--- src/rtl/pulse_fuse_regs.svh ---
// Constants of the pulse fuse programming logic: offsets, field layout, timing.
// Assumes a 25 MHz core clock and included by its bare name.
`ifndef PULSE_FUSE_REGS_SVH
`define PULSE_FUSE_REGS_SVH

// ****************************************
// Timing
// ****************************************
`define PF_CLK_MHZ 25
`define PF_LOW_US 40
`define PF_ACTIVE_US 40
`define PF_BLOW_US 40
// Least times round up; whole microseconds at 25 MHz are exact.
`define PF_LOW_CYC (`PF_LOW_US * `PF_CLK_MHZ)
`define PF_ACTIVE_CYC (`PF_ACTIVE_US * `PF_CLK_MHZ)
`define PF_BLOW_CYC (`PF_BLOW_US * `PF_CLK_MHZ)
`define PF_CNT_W 11
`define PF_CNT_MAX 11'h7FF

// ****************************************
// Bit fields
// ****************************************
`define PF_GAIN_W 8
`define PF_FINEQ_W 8
`define PF_COARSE_W 2
`define PF_REG2_W 3
`define PF_LOCK_BIT 2
`define PF_KEY_W 2
`define PF_KEY_MAX 2'h3

// ****************************************
// Register map
// ****************************************
`define PF_ADDR_W 8
`define PF_CTRL_OFF 8'h00
`define PF_STATUS_OFF 8'h04
`define PF_TRIM_OFF 8'h08
`define PF_FUSE_OFF 8'h0C
`define PF_CTRL_EN_BIT 0
`define PF_CTRL_RST 1'h1
`define PF_RESP_OKAY 2'h0
`define PF_RESP_SLVERR 2'h2

`endif

--- src/rtl/pulse_fuse_pkg.sv ---
// Types shared by the pulse fuse programming logic.
// Assumes pulse_fuse_regs.svh for widths.
`include "pulse_fuse_regs.svh"

package pulse_fuse_pkg;

  // ****************************************
  // Sequencer states
  // ****************************************
  typedef enum logic [2:0] {
    ST_INIT,
    ST_Z1_KEY,
    ST_Z1_CODE,
    ST_Z2_KEY,
    ST_Z2_CODE,
    ST_DONE
  } state_t;

  // Level qualifier state.
  typedef struct packed {
    logic [2:0] midSync;
    logic [2:0] highSync;
    logic midLvl;
    logic highLvl;
    logic [`PF_CNT_W-1:0] actCnt;
    logic [`PF_CNT_W-1:0] highCnt;
    logic [`PF_CNT_W-1:0] lowCnt;
    logic lowOk;
    logic midEvt;
    logic highEvt;
    logic blowEvt;
  } qual_t;

  // Sequencer and register slave state.
  typedef struct packed {
    state_t st;
    logic [`PF_KEY_W-1:0] z1Key;
    logic [`PF_KEY_W-1:0] z2Key;
    logic [`PF_GAIN_W-1:0] gainTry;
    logic [`PF_FINEQ_W-1:0] fineTry;
    logic [`PF_REG2_W-1:0] reg2Try;
    logic [`PF_GAIN_W-1:0] gainOut;
    logic [`PF_FINEQ_W-1:0] fineOut;
    logic [`PF_COARSE_W-1:0] coarseOut;
    logic blowStb;
    logic blowZ2;
    logic [`PF_KEY_W-1:0] blowRg;
    logic [7:0] blowBt;
    logic progEn;
    logic awHeld;
    logic [`PF_ADDR_W-1:0] awAddr;
    logic wHeld;
    logic [31:0] wData;
    logic wLane0;
    logic bValid;
    logic [1:0] bResp;
    logic rValid;
    logic [31:0] rData;
    logic [1:0] rResp;
  } main_t;

endpackage : pulse_fuse_pkg

--- src/rtl/pulse_level_qualifier.sv ---
// Turns the two level comparators on the sensor output pin into pulse events.
// Assumes the comparators are asynchronous to ref_clk.
`timescale 1ns/1ns

module pulse_level_qualifier (
  input wire logic ref_clk,
  input wire logic sys_rst,
  input wire logic clkEn,
  input wire logic midCmp,
  input wire logic highCmp,
  output logic midEvt,
  output logic highEvt,
  output logic blowEvt
);

  pulse_fuse_pkg::qual_t q, n; // Registered state and its next value.

  // ****************************************
  // Next state
  // ****************************************
  // Each comparator passes three flops; a level is accepted only once the
  // second and third agree, so metastable or glitchy edges are filtered.
  always_comb begin
    n = q;
    n.midEvt = 1'b0;
    n.highEvt = 1'b0;
    n.blowEvt = 1'b0;
    n.midSync = {q.midSync[1:0], midCmp};
    n.highSync = {q.highSync[1:0], highCmp};
    if (q.midSync[1] == q.midSync[2]) begin
      n.midLvl = q.midSync[2];
    end
    if (q.highSync[1] == q.highSync[2]) begin
      n.highLvl = q.highSync[2];
    end
    if (q.midLvl || q.highLvl) begin
      // Active level: time the pulse and its high part.
      n.lowCnt = '0;
      if (q.actCnt != `PF_CNT_MAX) begin
        n.actCnt = q.actCnt + `PF_CNT_W'(1);
      end
      if (q.highLvl && q.highCnt != `PF_CNT_MAX) begin
        n.highCnt = q.highCnt + `PF_CNT_W'(1);
      end
      // Blow strength reached once, while still high.
      if (q.highLvl && q.lowOk && q.highCnt == `PF_CNT_W'(`PF_BLOW_CYC - 1)) begin
        n.blowEvt = 1'b1;
      end
    end else begin
      // Falling edge: a pulse counts only if long enough and well separated.
      if (q.actCnt >= `PF_CNT_W'(`PF_ACTIVE_CYC) && q.lowOk) begin
        if (q.highCnt >= `PF_CNT_W'(`PF_ACTIVE_CYC)) begin
          n.highEvt = 1'b1;
        end else begin
          n.midEvt = 1'b1;
        end
      end
      if (q.actCnt != '0) begin
        n.lowOk = 1'b0;
      end else if (q.lowCnt >= `PF_CNT_W'(`PF_LOW_CYC)) begin
        n.lowOk = 1'b1;
      end
      n.actCnt = '0;
      n.highCnt = '0;
      if (q.lowCnt != `PF_CNT_MAX) begin
        n.lowCnt = q.lowCnt + `PF_CNT_W'(1);
      end
    end
  end

  // ****************************************
  // State register
  // ****************************************
  // Reset clears everything; the clock enable freezes all state.
  always_ff @(posedge ref_clk) begin
    if (sys_rst) begin
      q <= '0;
    end else if (clkEn) begin
      q <= n;
    end
  end

  assign midEvt = q.midEvt;
  assign highEvt = q.highEvt;
  assign blowEvt = q.blowEvt;

endmodule : pulse_level_qualifier

--- src/rtl/pulse_fuse_programming_logic.sv ---
// Programming sequencer of a trimmable sensor: pulse decoding, trial trim
// values, fuse blow strobes and an AXI4-Lite register slave.
// Assumes fuse sense inputs are stable from reset on and the comparators
// on the sensor output pin are asynchronous.
//
// Function
// - At most two key-code selections per power cycle.
// - First selection zone one, second zone two.
// - Zone two only after leaving zone one.
// - Blown fuse bits stay set forever.
// - Power cycle clears all unblown trial bits.
// - Pulses of 40 us are recognised.
// - Gain in Z1R1, fine/coarse quiescent in Z2.
// - Code pulses accepted after closing high pulse.
// - Third high enters zone two, then key.
// - Code pulse increments field, saturating at max.
// - Applied value is OR of trial and fuses.
// - Trim DAC updates right after each pulse.
// - Fine gain field is eight bits wide.
// - Result independent of fuse blowing order.
// - Key equals count of mid pulses.
// - Initial state ignores mid pulses until high.
// - Blown lock bit refuses all further programming.
//
// Chosen here: the AXI4-Lite register port and the placing of the registers.
`timescale 1ns/1ns

module pulse_fuse_programming_logic (
  input wire logic ref_clk,
  input wire logic sys_rst,
  input wire logic clkEn,
  // Comparators on the sensor output pin, asynchronous.
  input wire logic midCmp,
  input wire logic highCmp,
  // Fuse sense lines, one per blown bit.
  input wire logic [`PF_GAIN_W-1:0] gainFuse,
  input wire logic [`PF_FINEQ_W-1:0] fineFuse,
  input wire logic [`PF_COARSE_W-1:0] coarseFuse,
  input wire logic lockFuse,
  // Trim DAC codes.
  output logic [`PF_GAIN_W-1:0] gainTrim,
  output logic [`PF_FINEQ_W-1:0] fineQuiescentTrim,
  output logic [`PF_COARSE_W-1:0] coarseQuiescentTrim,
  // Fuse blow request.
  output logic blowStrobe,
  output logic blowZone2,
  output logic [`PF_KEY_W-1:0] blowReg,
  output logic [7:0] blowBits,
  // AXI4-Lite slave.
  input wire logic [`PF_ADDR_W-1:0] awaddr,
  input wire logic awvalid,
  output logic awready,
  input wire logic [31:0] wdata,
  input wire logic [3:0] wstrb,
  input wire logic wvalid,
  output logic wready,
  output logic [1:0] bresp,
  output logic bvalid,
  input wire logic bready,
  input wire logic [`PF_ADDR_W-1:0] araddr,
  input wire logic arvalid,
  output logic arready,
  output logic [31:0] rdata,
  output logic [1:0] rresp,
  output logic rvalid,
  input wire logic rready
);

  pulse_fuse_pkg::main_t q, n; // Registered state and its next value.
  logic midEvt; // Qualified mid pulse, at its falling edge.
  logic highEvt; // Qualified high pulse, at its falling edge.
  logic blowEvt; // High level held long enough to blow.
  logic midOk; // Mid pulse allowed into the sequencer.
  logic highOk; // High pulse allowed into the sequencer.
  logic [`PF_REG2_W-1:0] reg2Fuse; // Zone two register 2 fuse image.

  // ****************************************
  // Pulse qualification
  // ****************************************
  pulse_level_qualifier qualifier (
    .ref_clk(ref_clk),
    .sys_rst(sys_rst),
    .clkEn(clkEn),
    .midCmp(midCmp),
    .highCmp(highCmp),
    .midEvt(midEvt),
    .highEvt(highEvt),
    .blowEvt(blowEvt)
  );

  // A blown lock, or software disabling, turns every pulse away.
  assign midOk = midEvt && q.progEn && !lockFuse;
  assign highOk = highEvt && q.progEn && !lockFuse;
  assign reg2Fuse = {lockFuse, coarseFuse};

  // ****************************************
  // Sequencer and register slave
  // ****************************************
  // One combinational block computes the whole next state. Pulse events
  // arrive at falling edges, so a code pulse can never be seen before the
  // high pulse that opens the bit field has ended.
  always_comb begin
    n = q;
    n.blowStb = 1'b0;
    unique case (q.st)
      pulse_fuse_pkg::ST_INIT: begin
        // Mid pulses are ignored here.
        if (highOk) begin
          n.st = pulse_fuse_pkg::ST_Z1_KEY;
        end
      end
      pulse_fuse_pkg::ST_Z1_KEY: begin
        if (midOk && q.z1Key != `PF_KEY_MAX) begin
          n.z1Key = q.z1Key + `PF_KEY_W'(1);
        end else if (highOk) begin
          n.st = pulse_fuse_pkg::ST_Z1_CODE;
        end
      end
      pulse_fuse_pkg::ST_Z1_CODE: begin
        // Only register 1 exists in zone one: the fine gain field.
        if (midOk && q.z1Key == `PF_KEY_W'(1)) begin
          if (q.gainTry != {`PF_GAIN_W{1'b1}}) begin
            n.gainTry = q.gainTry + `PF_GAIN_W'(1);
          end
        end else if (highOk) begin
          n.st = pulse_fuse_pkg::ST_Z2_KEY;
        end
      end
      pulse_fuse_pkg::ST_Z2_KEY: begin
        // A high pulse with no key blows the zone one field.
        if (blowEvt && q.progEn && !lockFuse && q.z2Key == '0) begin
          if (q.z1Key == `PF_KEY_W'(1) && q.gainTry != '0) begin
            n.blowStb = 1'b1;
            n.blowZ2 = 1'b0;
            n.blowRg = q.z1Key;
            n.blowBt = q.gainTry;
            n.st = pulse_fuse_pkg::ST_DONE;
          end
        end else if (midOk && q.z2Key != `PF_KEY_MAX) begin
          n.z2Key = q.z2Key + `PF_KEY_W'(1);
        end else if (highOk && q.z2Key != '0) begin
          n.st = pulse_fuse_pkg::ST_Z2_CODE;
        end
      end
      pulse_fuse_pkg::ST_Z2_CODE: begin
        if (blowEvt && q.progEn && !lockFuse) begin
          // The next high pulse after the code is the blow pulse.
          if (q.z2Key == `PF_KEY_W'(1) && q.fineTry != '0) begin
            n.blowStb = 1'b1;
            n.blowBt = q.fineTry;
          end else if (q.z2Key == `PF_KEY_W'(2) && q.reg2Try != '0) begin
            n.blowStb = 1'b1;
            n.blowBt = {5'h0, q.reg2Try};
          end
          n.blowZ2 = 1'b1;
          n.blowRg = q.z2Key;
          n.st = pulse_fuse_pkg::ST_DONE;
        end else if (midOk && q.z2Key == `PF_KEY_W'(1)) begin
          if (q.fineTry != {`PF_FINEQ_W{1'b1}}) begin
            n.fineTry = q.fineTry + `PF_FINEQ_W'(1);
          end
        end else if (midOk && q.z2Key == `PF_KEY_W'(2)) begin
          if (q.reg2Try != {`PF_REG2_W{1'b1}}) begin
            n.reg2Try = q.reg2Try + `PF_REG2_W'(1);
          end
        end
      end
      pulse_fuse_pkg::ST_DONE: begin
        // No third selection is taken before the next power cycle.
        n.st = pulse_fuse_pkg::ST_DONE;
      end
    endcase
    // Trial bits OR blown bits: blowing order cannot matter, and a
    // blown bit is always on whatever the trial holds.
    n.gainOut = q.gainTry | gainFuse;
    n.fineOut = q.fineTry | fineFuse;
    n.coarseOut = q.reg2Try[`PF_COARSE_W-1:0] | coarseFuse;

    // Write channel: address and data are latched independently.
    if (awvalid && !q.awHeld && !q.bValid) begin
      n.awHeld = 1'b1;
      n.awAddr = awaddr;
    end
    if (wvalid && !q.wHeld && !q.bValid) begin
      n.wHeld = 1'b1;
      n.wData = wdata;
      n.wLane0 = wstrb[0];
    end
    if (q.awHeld && q.wHeld && !q.bValid) begin
      n.awHeld = 1'b0;
      n.wHeld = 1'b0;
      n.bValid = 1'b1;
      n.bResp = `PF_RESP_OKAY;
      if (q.awAddr == `PF_CTRL_OFF) begin
        if (q.wLane0) begin
          n.progEn = q.wData[`PF_CTRL_EN_BIT];
        end
      end else if (q.awAddr != `PF_STATUS_OFF && q.awAddr != `PF_TRIM_OFF &&
                   q.awAddr != `PF_FUSE_OFF) begin
        n.bResp = `PF_RESP_SLVERR;
      end
    end else if (q.bValid && bready) begin
      n.bValid = 1'b0;
    end

    // Read channel: one read at a time, answered the cycle after arvalid.
    if (arvalid && !q.rValid) begin
      n.rValid = 1'b1;
      n.rResp = `PF_RESP_OKAY;
      n.rData = '0;
      case (araddr)
        `PF_CTRL_OFF: n.rData = {31'h0, q.progEn};
        `PF_STATUS_OFF: n.rData = {23'h0, lockFuse, 1'b0, q.z2Key, q.z1Key, q.st};
        `PF_TRIM_OFF: n.rData = {13'h0, q.reg2Try, q.fineOut, q.gainOut};
        `PF_FUSE_OFF: n.rData = {13'h0, reg2Fuse, fineFuse, gainFuse};
        default: n.rResp = `PF_RESP_SLVERR;
      endcase
    end else if (q.rValid && rready) begin
      n.rValid = 1'b0;
    end
  end

  // ****************************************
  // State register
  // ****************************************
  // The synchronous reset is the power-on reset: it alone clears the
  // selection state and every trial bit. Fuses live outside and survive.
  always_ff @(posedge ref_clk) begin
    if (sys_rst) begin
      q <= '0;
      q.st <= pulse_fuse_pkg::ST_INIT;
      q.progEn <= `PF_CTRL_RST;
    end else if (clkEn) begin
      q <= n;
    end
  end

  // ****************************************
  // Outputs
  // ****************************************
  assign gainTrim = q.gainOut;
  assign fineQuiescentTrim = q.fineOut;
  assign coarseQuiescentTrim = q.coarseOut;
  assign blowStrobe = q.blowStb;
  assign blowZone2 = q.blowZ2;
  assign blowReg = q.blowRg;
  assign blowBits = q.blowBt;
  // Handshake readies are combinational on held state.
  assign awready = !q.awHeld && !q.bValid;
  assign wready = !q.wHeld && !q.bValid;
  assign bvalid = q.bValid;
  assign bresp = q.bResp;
  assign arready = !q.rValid;
  assign rvalid = q.rValid;
  assign rdata = q.rData;
  assign rresp = q.rResp;

endmodule : pulse_fuse_programming_logic

--- config.mk ---
export PLATFORM = sky130hd
export DESIGN_NAME = pulse_fuse_programming_logic
export DESIGN_NICKNAME = d
export VERILOG_FILES = /design/src/rtl/pulse_fuse_pkg.sv /design/src/rtl/pulse_level_qualifier.sv /design/src/rtl/pulse_fuse_programming_logic.sv
export VERILOG_INCLUDE_DIRS = /design/src /design/src/rtl
export SDC_FILE = /design/constraint.sdc
export NUM_CORES = 1
export LEC_CHECK = 0
export ABC_CLOCK_PERIOD_IN_PS = 5500
export BUFFER_PORTS_ARGS = -buffer_cell sky130_fd_sc_hd__clkbuf_2
export CAP_MARGIN = 25
export CORE_ASPECT_RATIO = 1.5
export CORE_MARGIN = 5
export CORE_UTILIZATION = 45
export DETAILED_ROUTE_END_ITERATION = 10
export GPL_TIMING_DRIVEN = 0
export PLACE_DENSITY = 0.78
export SKIP_CTS_REPAIR_TIMING = 1
export SYNTH_ARGS = -nofsm -noshare
export SYNTH_HDL_FRONTEND = slang
export SYNTH_SLANG_ARGS = --single-unit
--- constraint.sdc ---
create_clock -name ref_clk -period 5.5 [get_ports ref_clk]
set_clock_uncertainty 0.2 [all_clocks]
set_input_delay 0.825 -clock ref_clk [delete_from_list [all_inputs] [get_ports ref_clk]]
set_output_delay 0.825 -clock ref_clk [all_outputs]
set_load 0.05 [all_outputs]
---- Word level (Yosys, flattened, before mapping) ----
Cells that the tools add are included.
storage, ports and cells
  bits of input ports ..................... 81
  output and inout bits ................... 71
  logic and storage cells ................. 214
  register bits ........................... 183
operators by class
  reductions and logical operators ........ 79
  equal/unequal tests ..................... 39
  mux-type cells .......................... 43
  $add $sub $neg .......................... 8
  bitwise operators ....................... 7
  $lt $le $gt $ge ......................... 3
operator list
  kind                     count
  $pmux W19 S4             1
  $mux W12                 3
  $mux W34                 1
  $add A11 B1 Y11 const B  3
  $ge A11 B10 Y1 const B   3
  $logic_and A1 B1 Y1      33
  $mux W11                 3
  $mux W33                 1
  $ne A11 B11 Y1 const B   3
  $mux W3                  10
  $reduce_and A2 Y1        13
  $ne A2 B2 Y1 const B     12
  $pmux W12 S2             1
  $pmux W3 S6              1
  $add A8 B1 Y8 const B    2
  $eq A8 B4 Y1 const B     2
  $logic_not A8 Y1         2
  $mux W8                  2
  $ne A8 B4 Y1 const B     2
  $ne A8 B8 Y1 const B     2
  $or A8 B8 Y8             2
  $reduce_bool A2 Y1       8
  $reduce_bool A8 Y1       2
  $ne A3 B3 Y1 const B     5
  28 further kinds         62

---- Longest topological paths before layout ----
  word-level depth ........................ 7
  depth in mapped cells ................... 9
  gate-level depth less buffers ........... 7

---- Cells and area by module ----
From an unflattened synthesis, not the netlist that was laid out.
second synthesis, totals
  cells, all modules ...................... 845
  area, all modules ....................... 7,224.4 µm²
by module, submodules not included
  module                        area each (µm²)  instances  sequential area each (µm²)  cells each
  pulse_fuse_programming_logic  4,787.1          1          1,841.8                     560
  pulse_level_qualifier         2,437.3          1          900.9                       285

---- Worst setup path after synthesis ----
No wires, ideal clock.
  path type ............................... in2reg
  from .................................... input port lockFuse
  to ...................................... register q[130] (netlist name)
  required time ........................... 5.172 ns
  arrival ................................. 2.177 ns
  cell stages on the path ................. 6
  library setup time ...................... 0.128 ns
  buffers on the path ..................... 1
  setup slack ............................. 2.995 ns
  cells stage by stage .................... nand3b_1 or4_1 clkbuf_1 nor4_1 xnor2_1 nor2_1
between the ends
  longest elaborated chain between the ends .. 4
RTL lines
  what                                RTL line                             source
  start, declared                     pulse_fuse_programming_logic.sv:39   input wire logic lockFuse,
  $logic_not A1 Y1                    pulse_fuse_programming_logic.sv:92   assign midOk = midEvt && q.progEn && !lockFuse;
  $logic_and A1 B1 Y1                 pulse_fuse_programming_logic.sv:92
  $logic_and A1 B1 Y1                 pulse_fuse_programming_logic.sv:121  if (midOk && q.z1Key == `PF_KEY_W'(1)) begin
  $reduce_and A4 Y1 (no source line)  n/a
  end signal, assigned                pulse_fuse_programming_logic.sv:234  q <= n;
  end, declared                       pulse_fuse_programming_logic.sv:69   pulse_fuse_pkg::main_t q, n;
Every way passes these cells.
A chain may end at the register's enable or synchronous reset.

==> run metrics <==
outcome=finished clean; EDFF count, synth=0; CP top delay family=buffers and inverters; initial antenna violation count=0; initial DRC count=423; Max-slew headroom=0.471; combinational fraction of design power=0.091; number of nets in the layout=1050; Avg Inst Size Synth=8.67 sq um; initial core utilization=0.455; CTS Buffer Depth=2; Pins Over Slew Limit=0; post-route ant nets=0; total CTS buffers=17; Syn. warnings=0; Main synth FF type=dfxtp_1; area leader, netlist=dfxtp_1; clk sinks=137; share of layout cells above drive strength 1=0.236; gr ovfl total=0; clock root buffer=clkbuf_16; P_leak=3.50 nW; Pwr per Cell Area=286 nW/um^2; PortBufs=101; routed via count=6499; Pre-antenna DRT Iters=5; drt drc=0; All-Layer GR Usage=0.205; Worst-Skew Late Latency=420 ps; worst-path fanout max=10; crit path time final=2850 ps; metal2 WL=10500 microns; Synth Register Bits=137; Die W=112 microns; Clock Pin Slew Worst Setup and Hold Paths=60 ps; Die Height=164 microns; per-cell routed wire length=16.6 microns; Synth cell types=70; met1 WL=7070 microns; first-pass GRT wire length=30800 microns; Post-Syn Area=7080 sq um; startpoint types=input pin; H-tree depth=4; final setup TNS=0 ps; min-delay worst type=flop to flop; critical path endpoint category=flop; Max Cap Viol=0; # IOs=152; Critical Path RT=5620 ps; CTS tree=built; hpwl dp=14400 microns; number of global-route vias before repair=6436; Max Clk Rate=350 MHz; Diodes inserted=0; clock share of power=0.488; Sequential Power Share=0.421; placed cells=1134; critical path class=input pin to flop; die area=18400 sq um; WL met3=1020 microns; Least-Margin Pin Slew=794 ps; CP Buf/Inv Count=4; largest cells by area after synthesis=dfxtp_1 39%, nor2_1 6.9%, buf_4 6.8%; P_int=0.00180 W; critical path's slowest cell=clkbuf_1; GPL Wtd Cong=0.916; Post-Syn Instances=816; area grow syn2layout=20.2%; row cnt=56; crit path DAT=2980 ps; CP dominant cell by count=clkbuf_1; CORE AREA=15600 sq um; routed wire length=19300 microns; slowest cell delay on critical path=590 ps; ys async rst share=0; RSZ-0062 raised after global routing=false; sequential area share after synthesis=0.388; worst-path cell chain=clkbuf_2, clkbuf_1, clkbuf_1, clkbuf_1, nor2_1, a211oi_1; Sw Share=0.258; switching pwr=0.000628 W; vias per std cell=5.57; Tcrit/Tclk final=0.519; top sig layer=met4; Max VDD drop=0.173 mV; largest net degree at the start of global routing=17; top cell type's share of synthesized area=0.388; final hold vios=0; final cell count without fillers=1166; setup violators final=0
==> worst min-delay path, delay by kind of cell, from the launching register on <==
family	cells	cell delay [ps]
AND/OR/NAND/NOR	1	50
AO/OA/AOI/OAI	1	50
flip-flops	1	310
==> per-stage QoR <==
stage	utilization	hold WS, ps	power, W	area [sq um]	worst slack (ps)
2_1_floorplan	-	236	0.00120	7130	3000
3_3_place_gp	0.507	248	0.00126	7890	2330
3_5_place_dp	0.507	255	0.00127	7890	2210
4_1_cts	0.547	263	0.00245	8500	2690
5_1_grt	0.547	288	0.00251	8500	2510
6_report	0.547	264	0.00243	8500	2650
==> path summary, 6_finish.rpt <==
kind | endpoint | start | slack [ps] | cells past startpoint
min reg2reg | blowStrobe | blowStrobe | 260 | 2
min | blowStrobe | blowStrobe | 260 | 2
max reg2reg | qualifier.q[28] | qualifier.q[37] | 2930 | 7
max | gainTrim[6] | clkEn | 2650 | 6
==> logic make-up after synthesis <==
family / count (synthesis) / share of synthesized area
other: 1 / 0.000530
flip-flops: 137 / 0.388
multiplexers: 27 / 0.0407
AO/OA/AOI/OAI: 169 / 0.176
adder cells (fa/ha/maj): 19 / 0.0336
buffers and inverters: 133 / 0.108
AND/OR/NAND/NOR: 296 / 0.211
XOR/XNOR: 34 / 0.0421
==> layout by cell type (no fill, tap or decap), drive strengths merged, types with 3 or more instances in the layout <==
cell and n:
nor4 10, conb 15, nor2b 7, bufinv 3, inv 29, clkinvlp 4
o21a 5, or2 5, a32oi 5, ha 19, o21ai 14, a21o 3
nand4 18, nor2 131, nand2b 4, a31oi 11, and2 7, buf 73
nand3 23, a311oi 6, a22oi 24, nand2 38, and3 12, nor3 10
dfxtp 137, a211oi 28, a22o 7, clkbuf 156, nor4b 4, o211ai 3
xnor2 18, and4 8, xor2 16, a41oi 3, or4 3, a21oi 38
mux2 4, nand3b 3, mux2i 22, a32o 11
==> sequential cells by signal (all words and copies together) (netlist names), 2 cells and up <==
| signal | cells |
|---|---|
| blowBits | 8 |
| blowReg | 2 |
| coarseQuiescentTrim | 2 |
| fineQuiescentTrim | 8 |
| gainTrim | 8 |
| q | 39 |
| qualifier.n | 4 |
| qualifier.q | 38 |
| rdata | 19 |
==> cells in the mapped netlist, drive strengths merged, types with 8 or more instances <==
| cell type | number |
|---|---|
| clkbuf | 37 |
| xor2 | 16 |
| nor4 | 10 |
| nand4 | 18 |
| nand2 | 38 |
| a31oi | 11 |
| inv | 23 |
| and4 | 8 |
| o21ai | 14 |
| nand3 | 23 |
| nor2 | 131 |
| a22oi | 24 |
| a21oi | 38 |
| buf | 73 |
| dfxtp | 137 |
| and3 | 12 |
| xnor2 | 18 |
| a32o | 11 |
| mux2i | 22 |
| a211oi | 28 |
| ha | 19 |
| nor3 | 10 |
==> power groups by stage <==
stage | combinational, W | sequential, W | clock (W)
final | 0.000220 | 0.00102 | 0.00119
after global routing | 0.000236 | 0.00103 | 0.00124
after CTS | 0.000220 | 0.00102 | 0.00120
after detailed placement | 0.000219 | 0.00105 | 0
after global placement | 0.000218 | 0.00105 | 0
after floorplan | 0.000157 | 0.00104 | 0
==> area by class of cell <==
type,count,area [sq um]
buffer,110,681
clock buffer,18,429
clock inverter,14,186
fill,1437,7050
inverter,23,86.3
multi-input combinational,560,3620
sequential,137,2740
tap,203,254
timing repair buffer,101,505
==> metal layers <==
| layer | GRT usage | up-vias |
|---|---|---|
| li1 | - | 3111 |
| met1 | 0.214 | 3092 |
| met2 | 0.394 | 242 |
| met3 | 0.0367 | 54 |
| met4 | 0.0902 | 0 |
| met5 | 0 | - |
No activity file was read; power rests on OpenSTA's default activity.
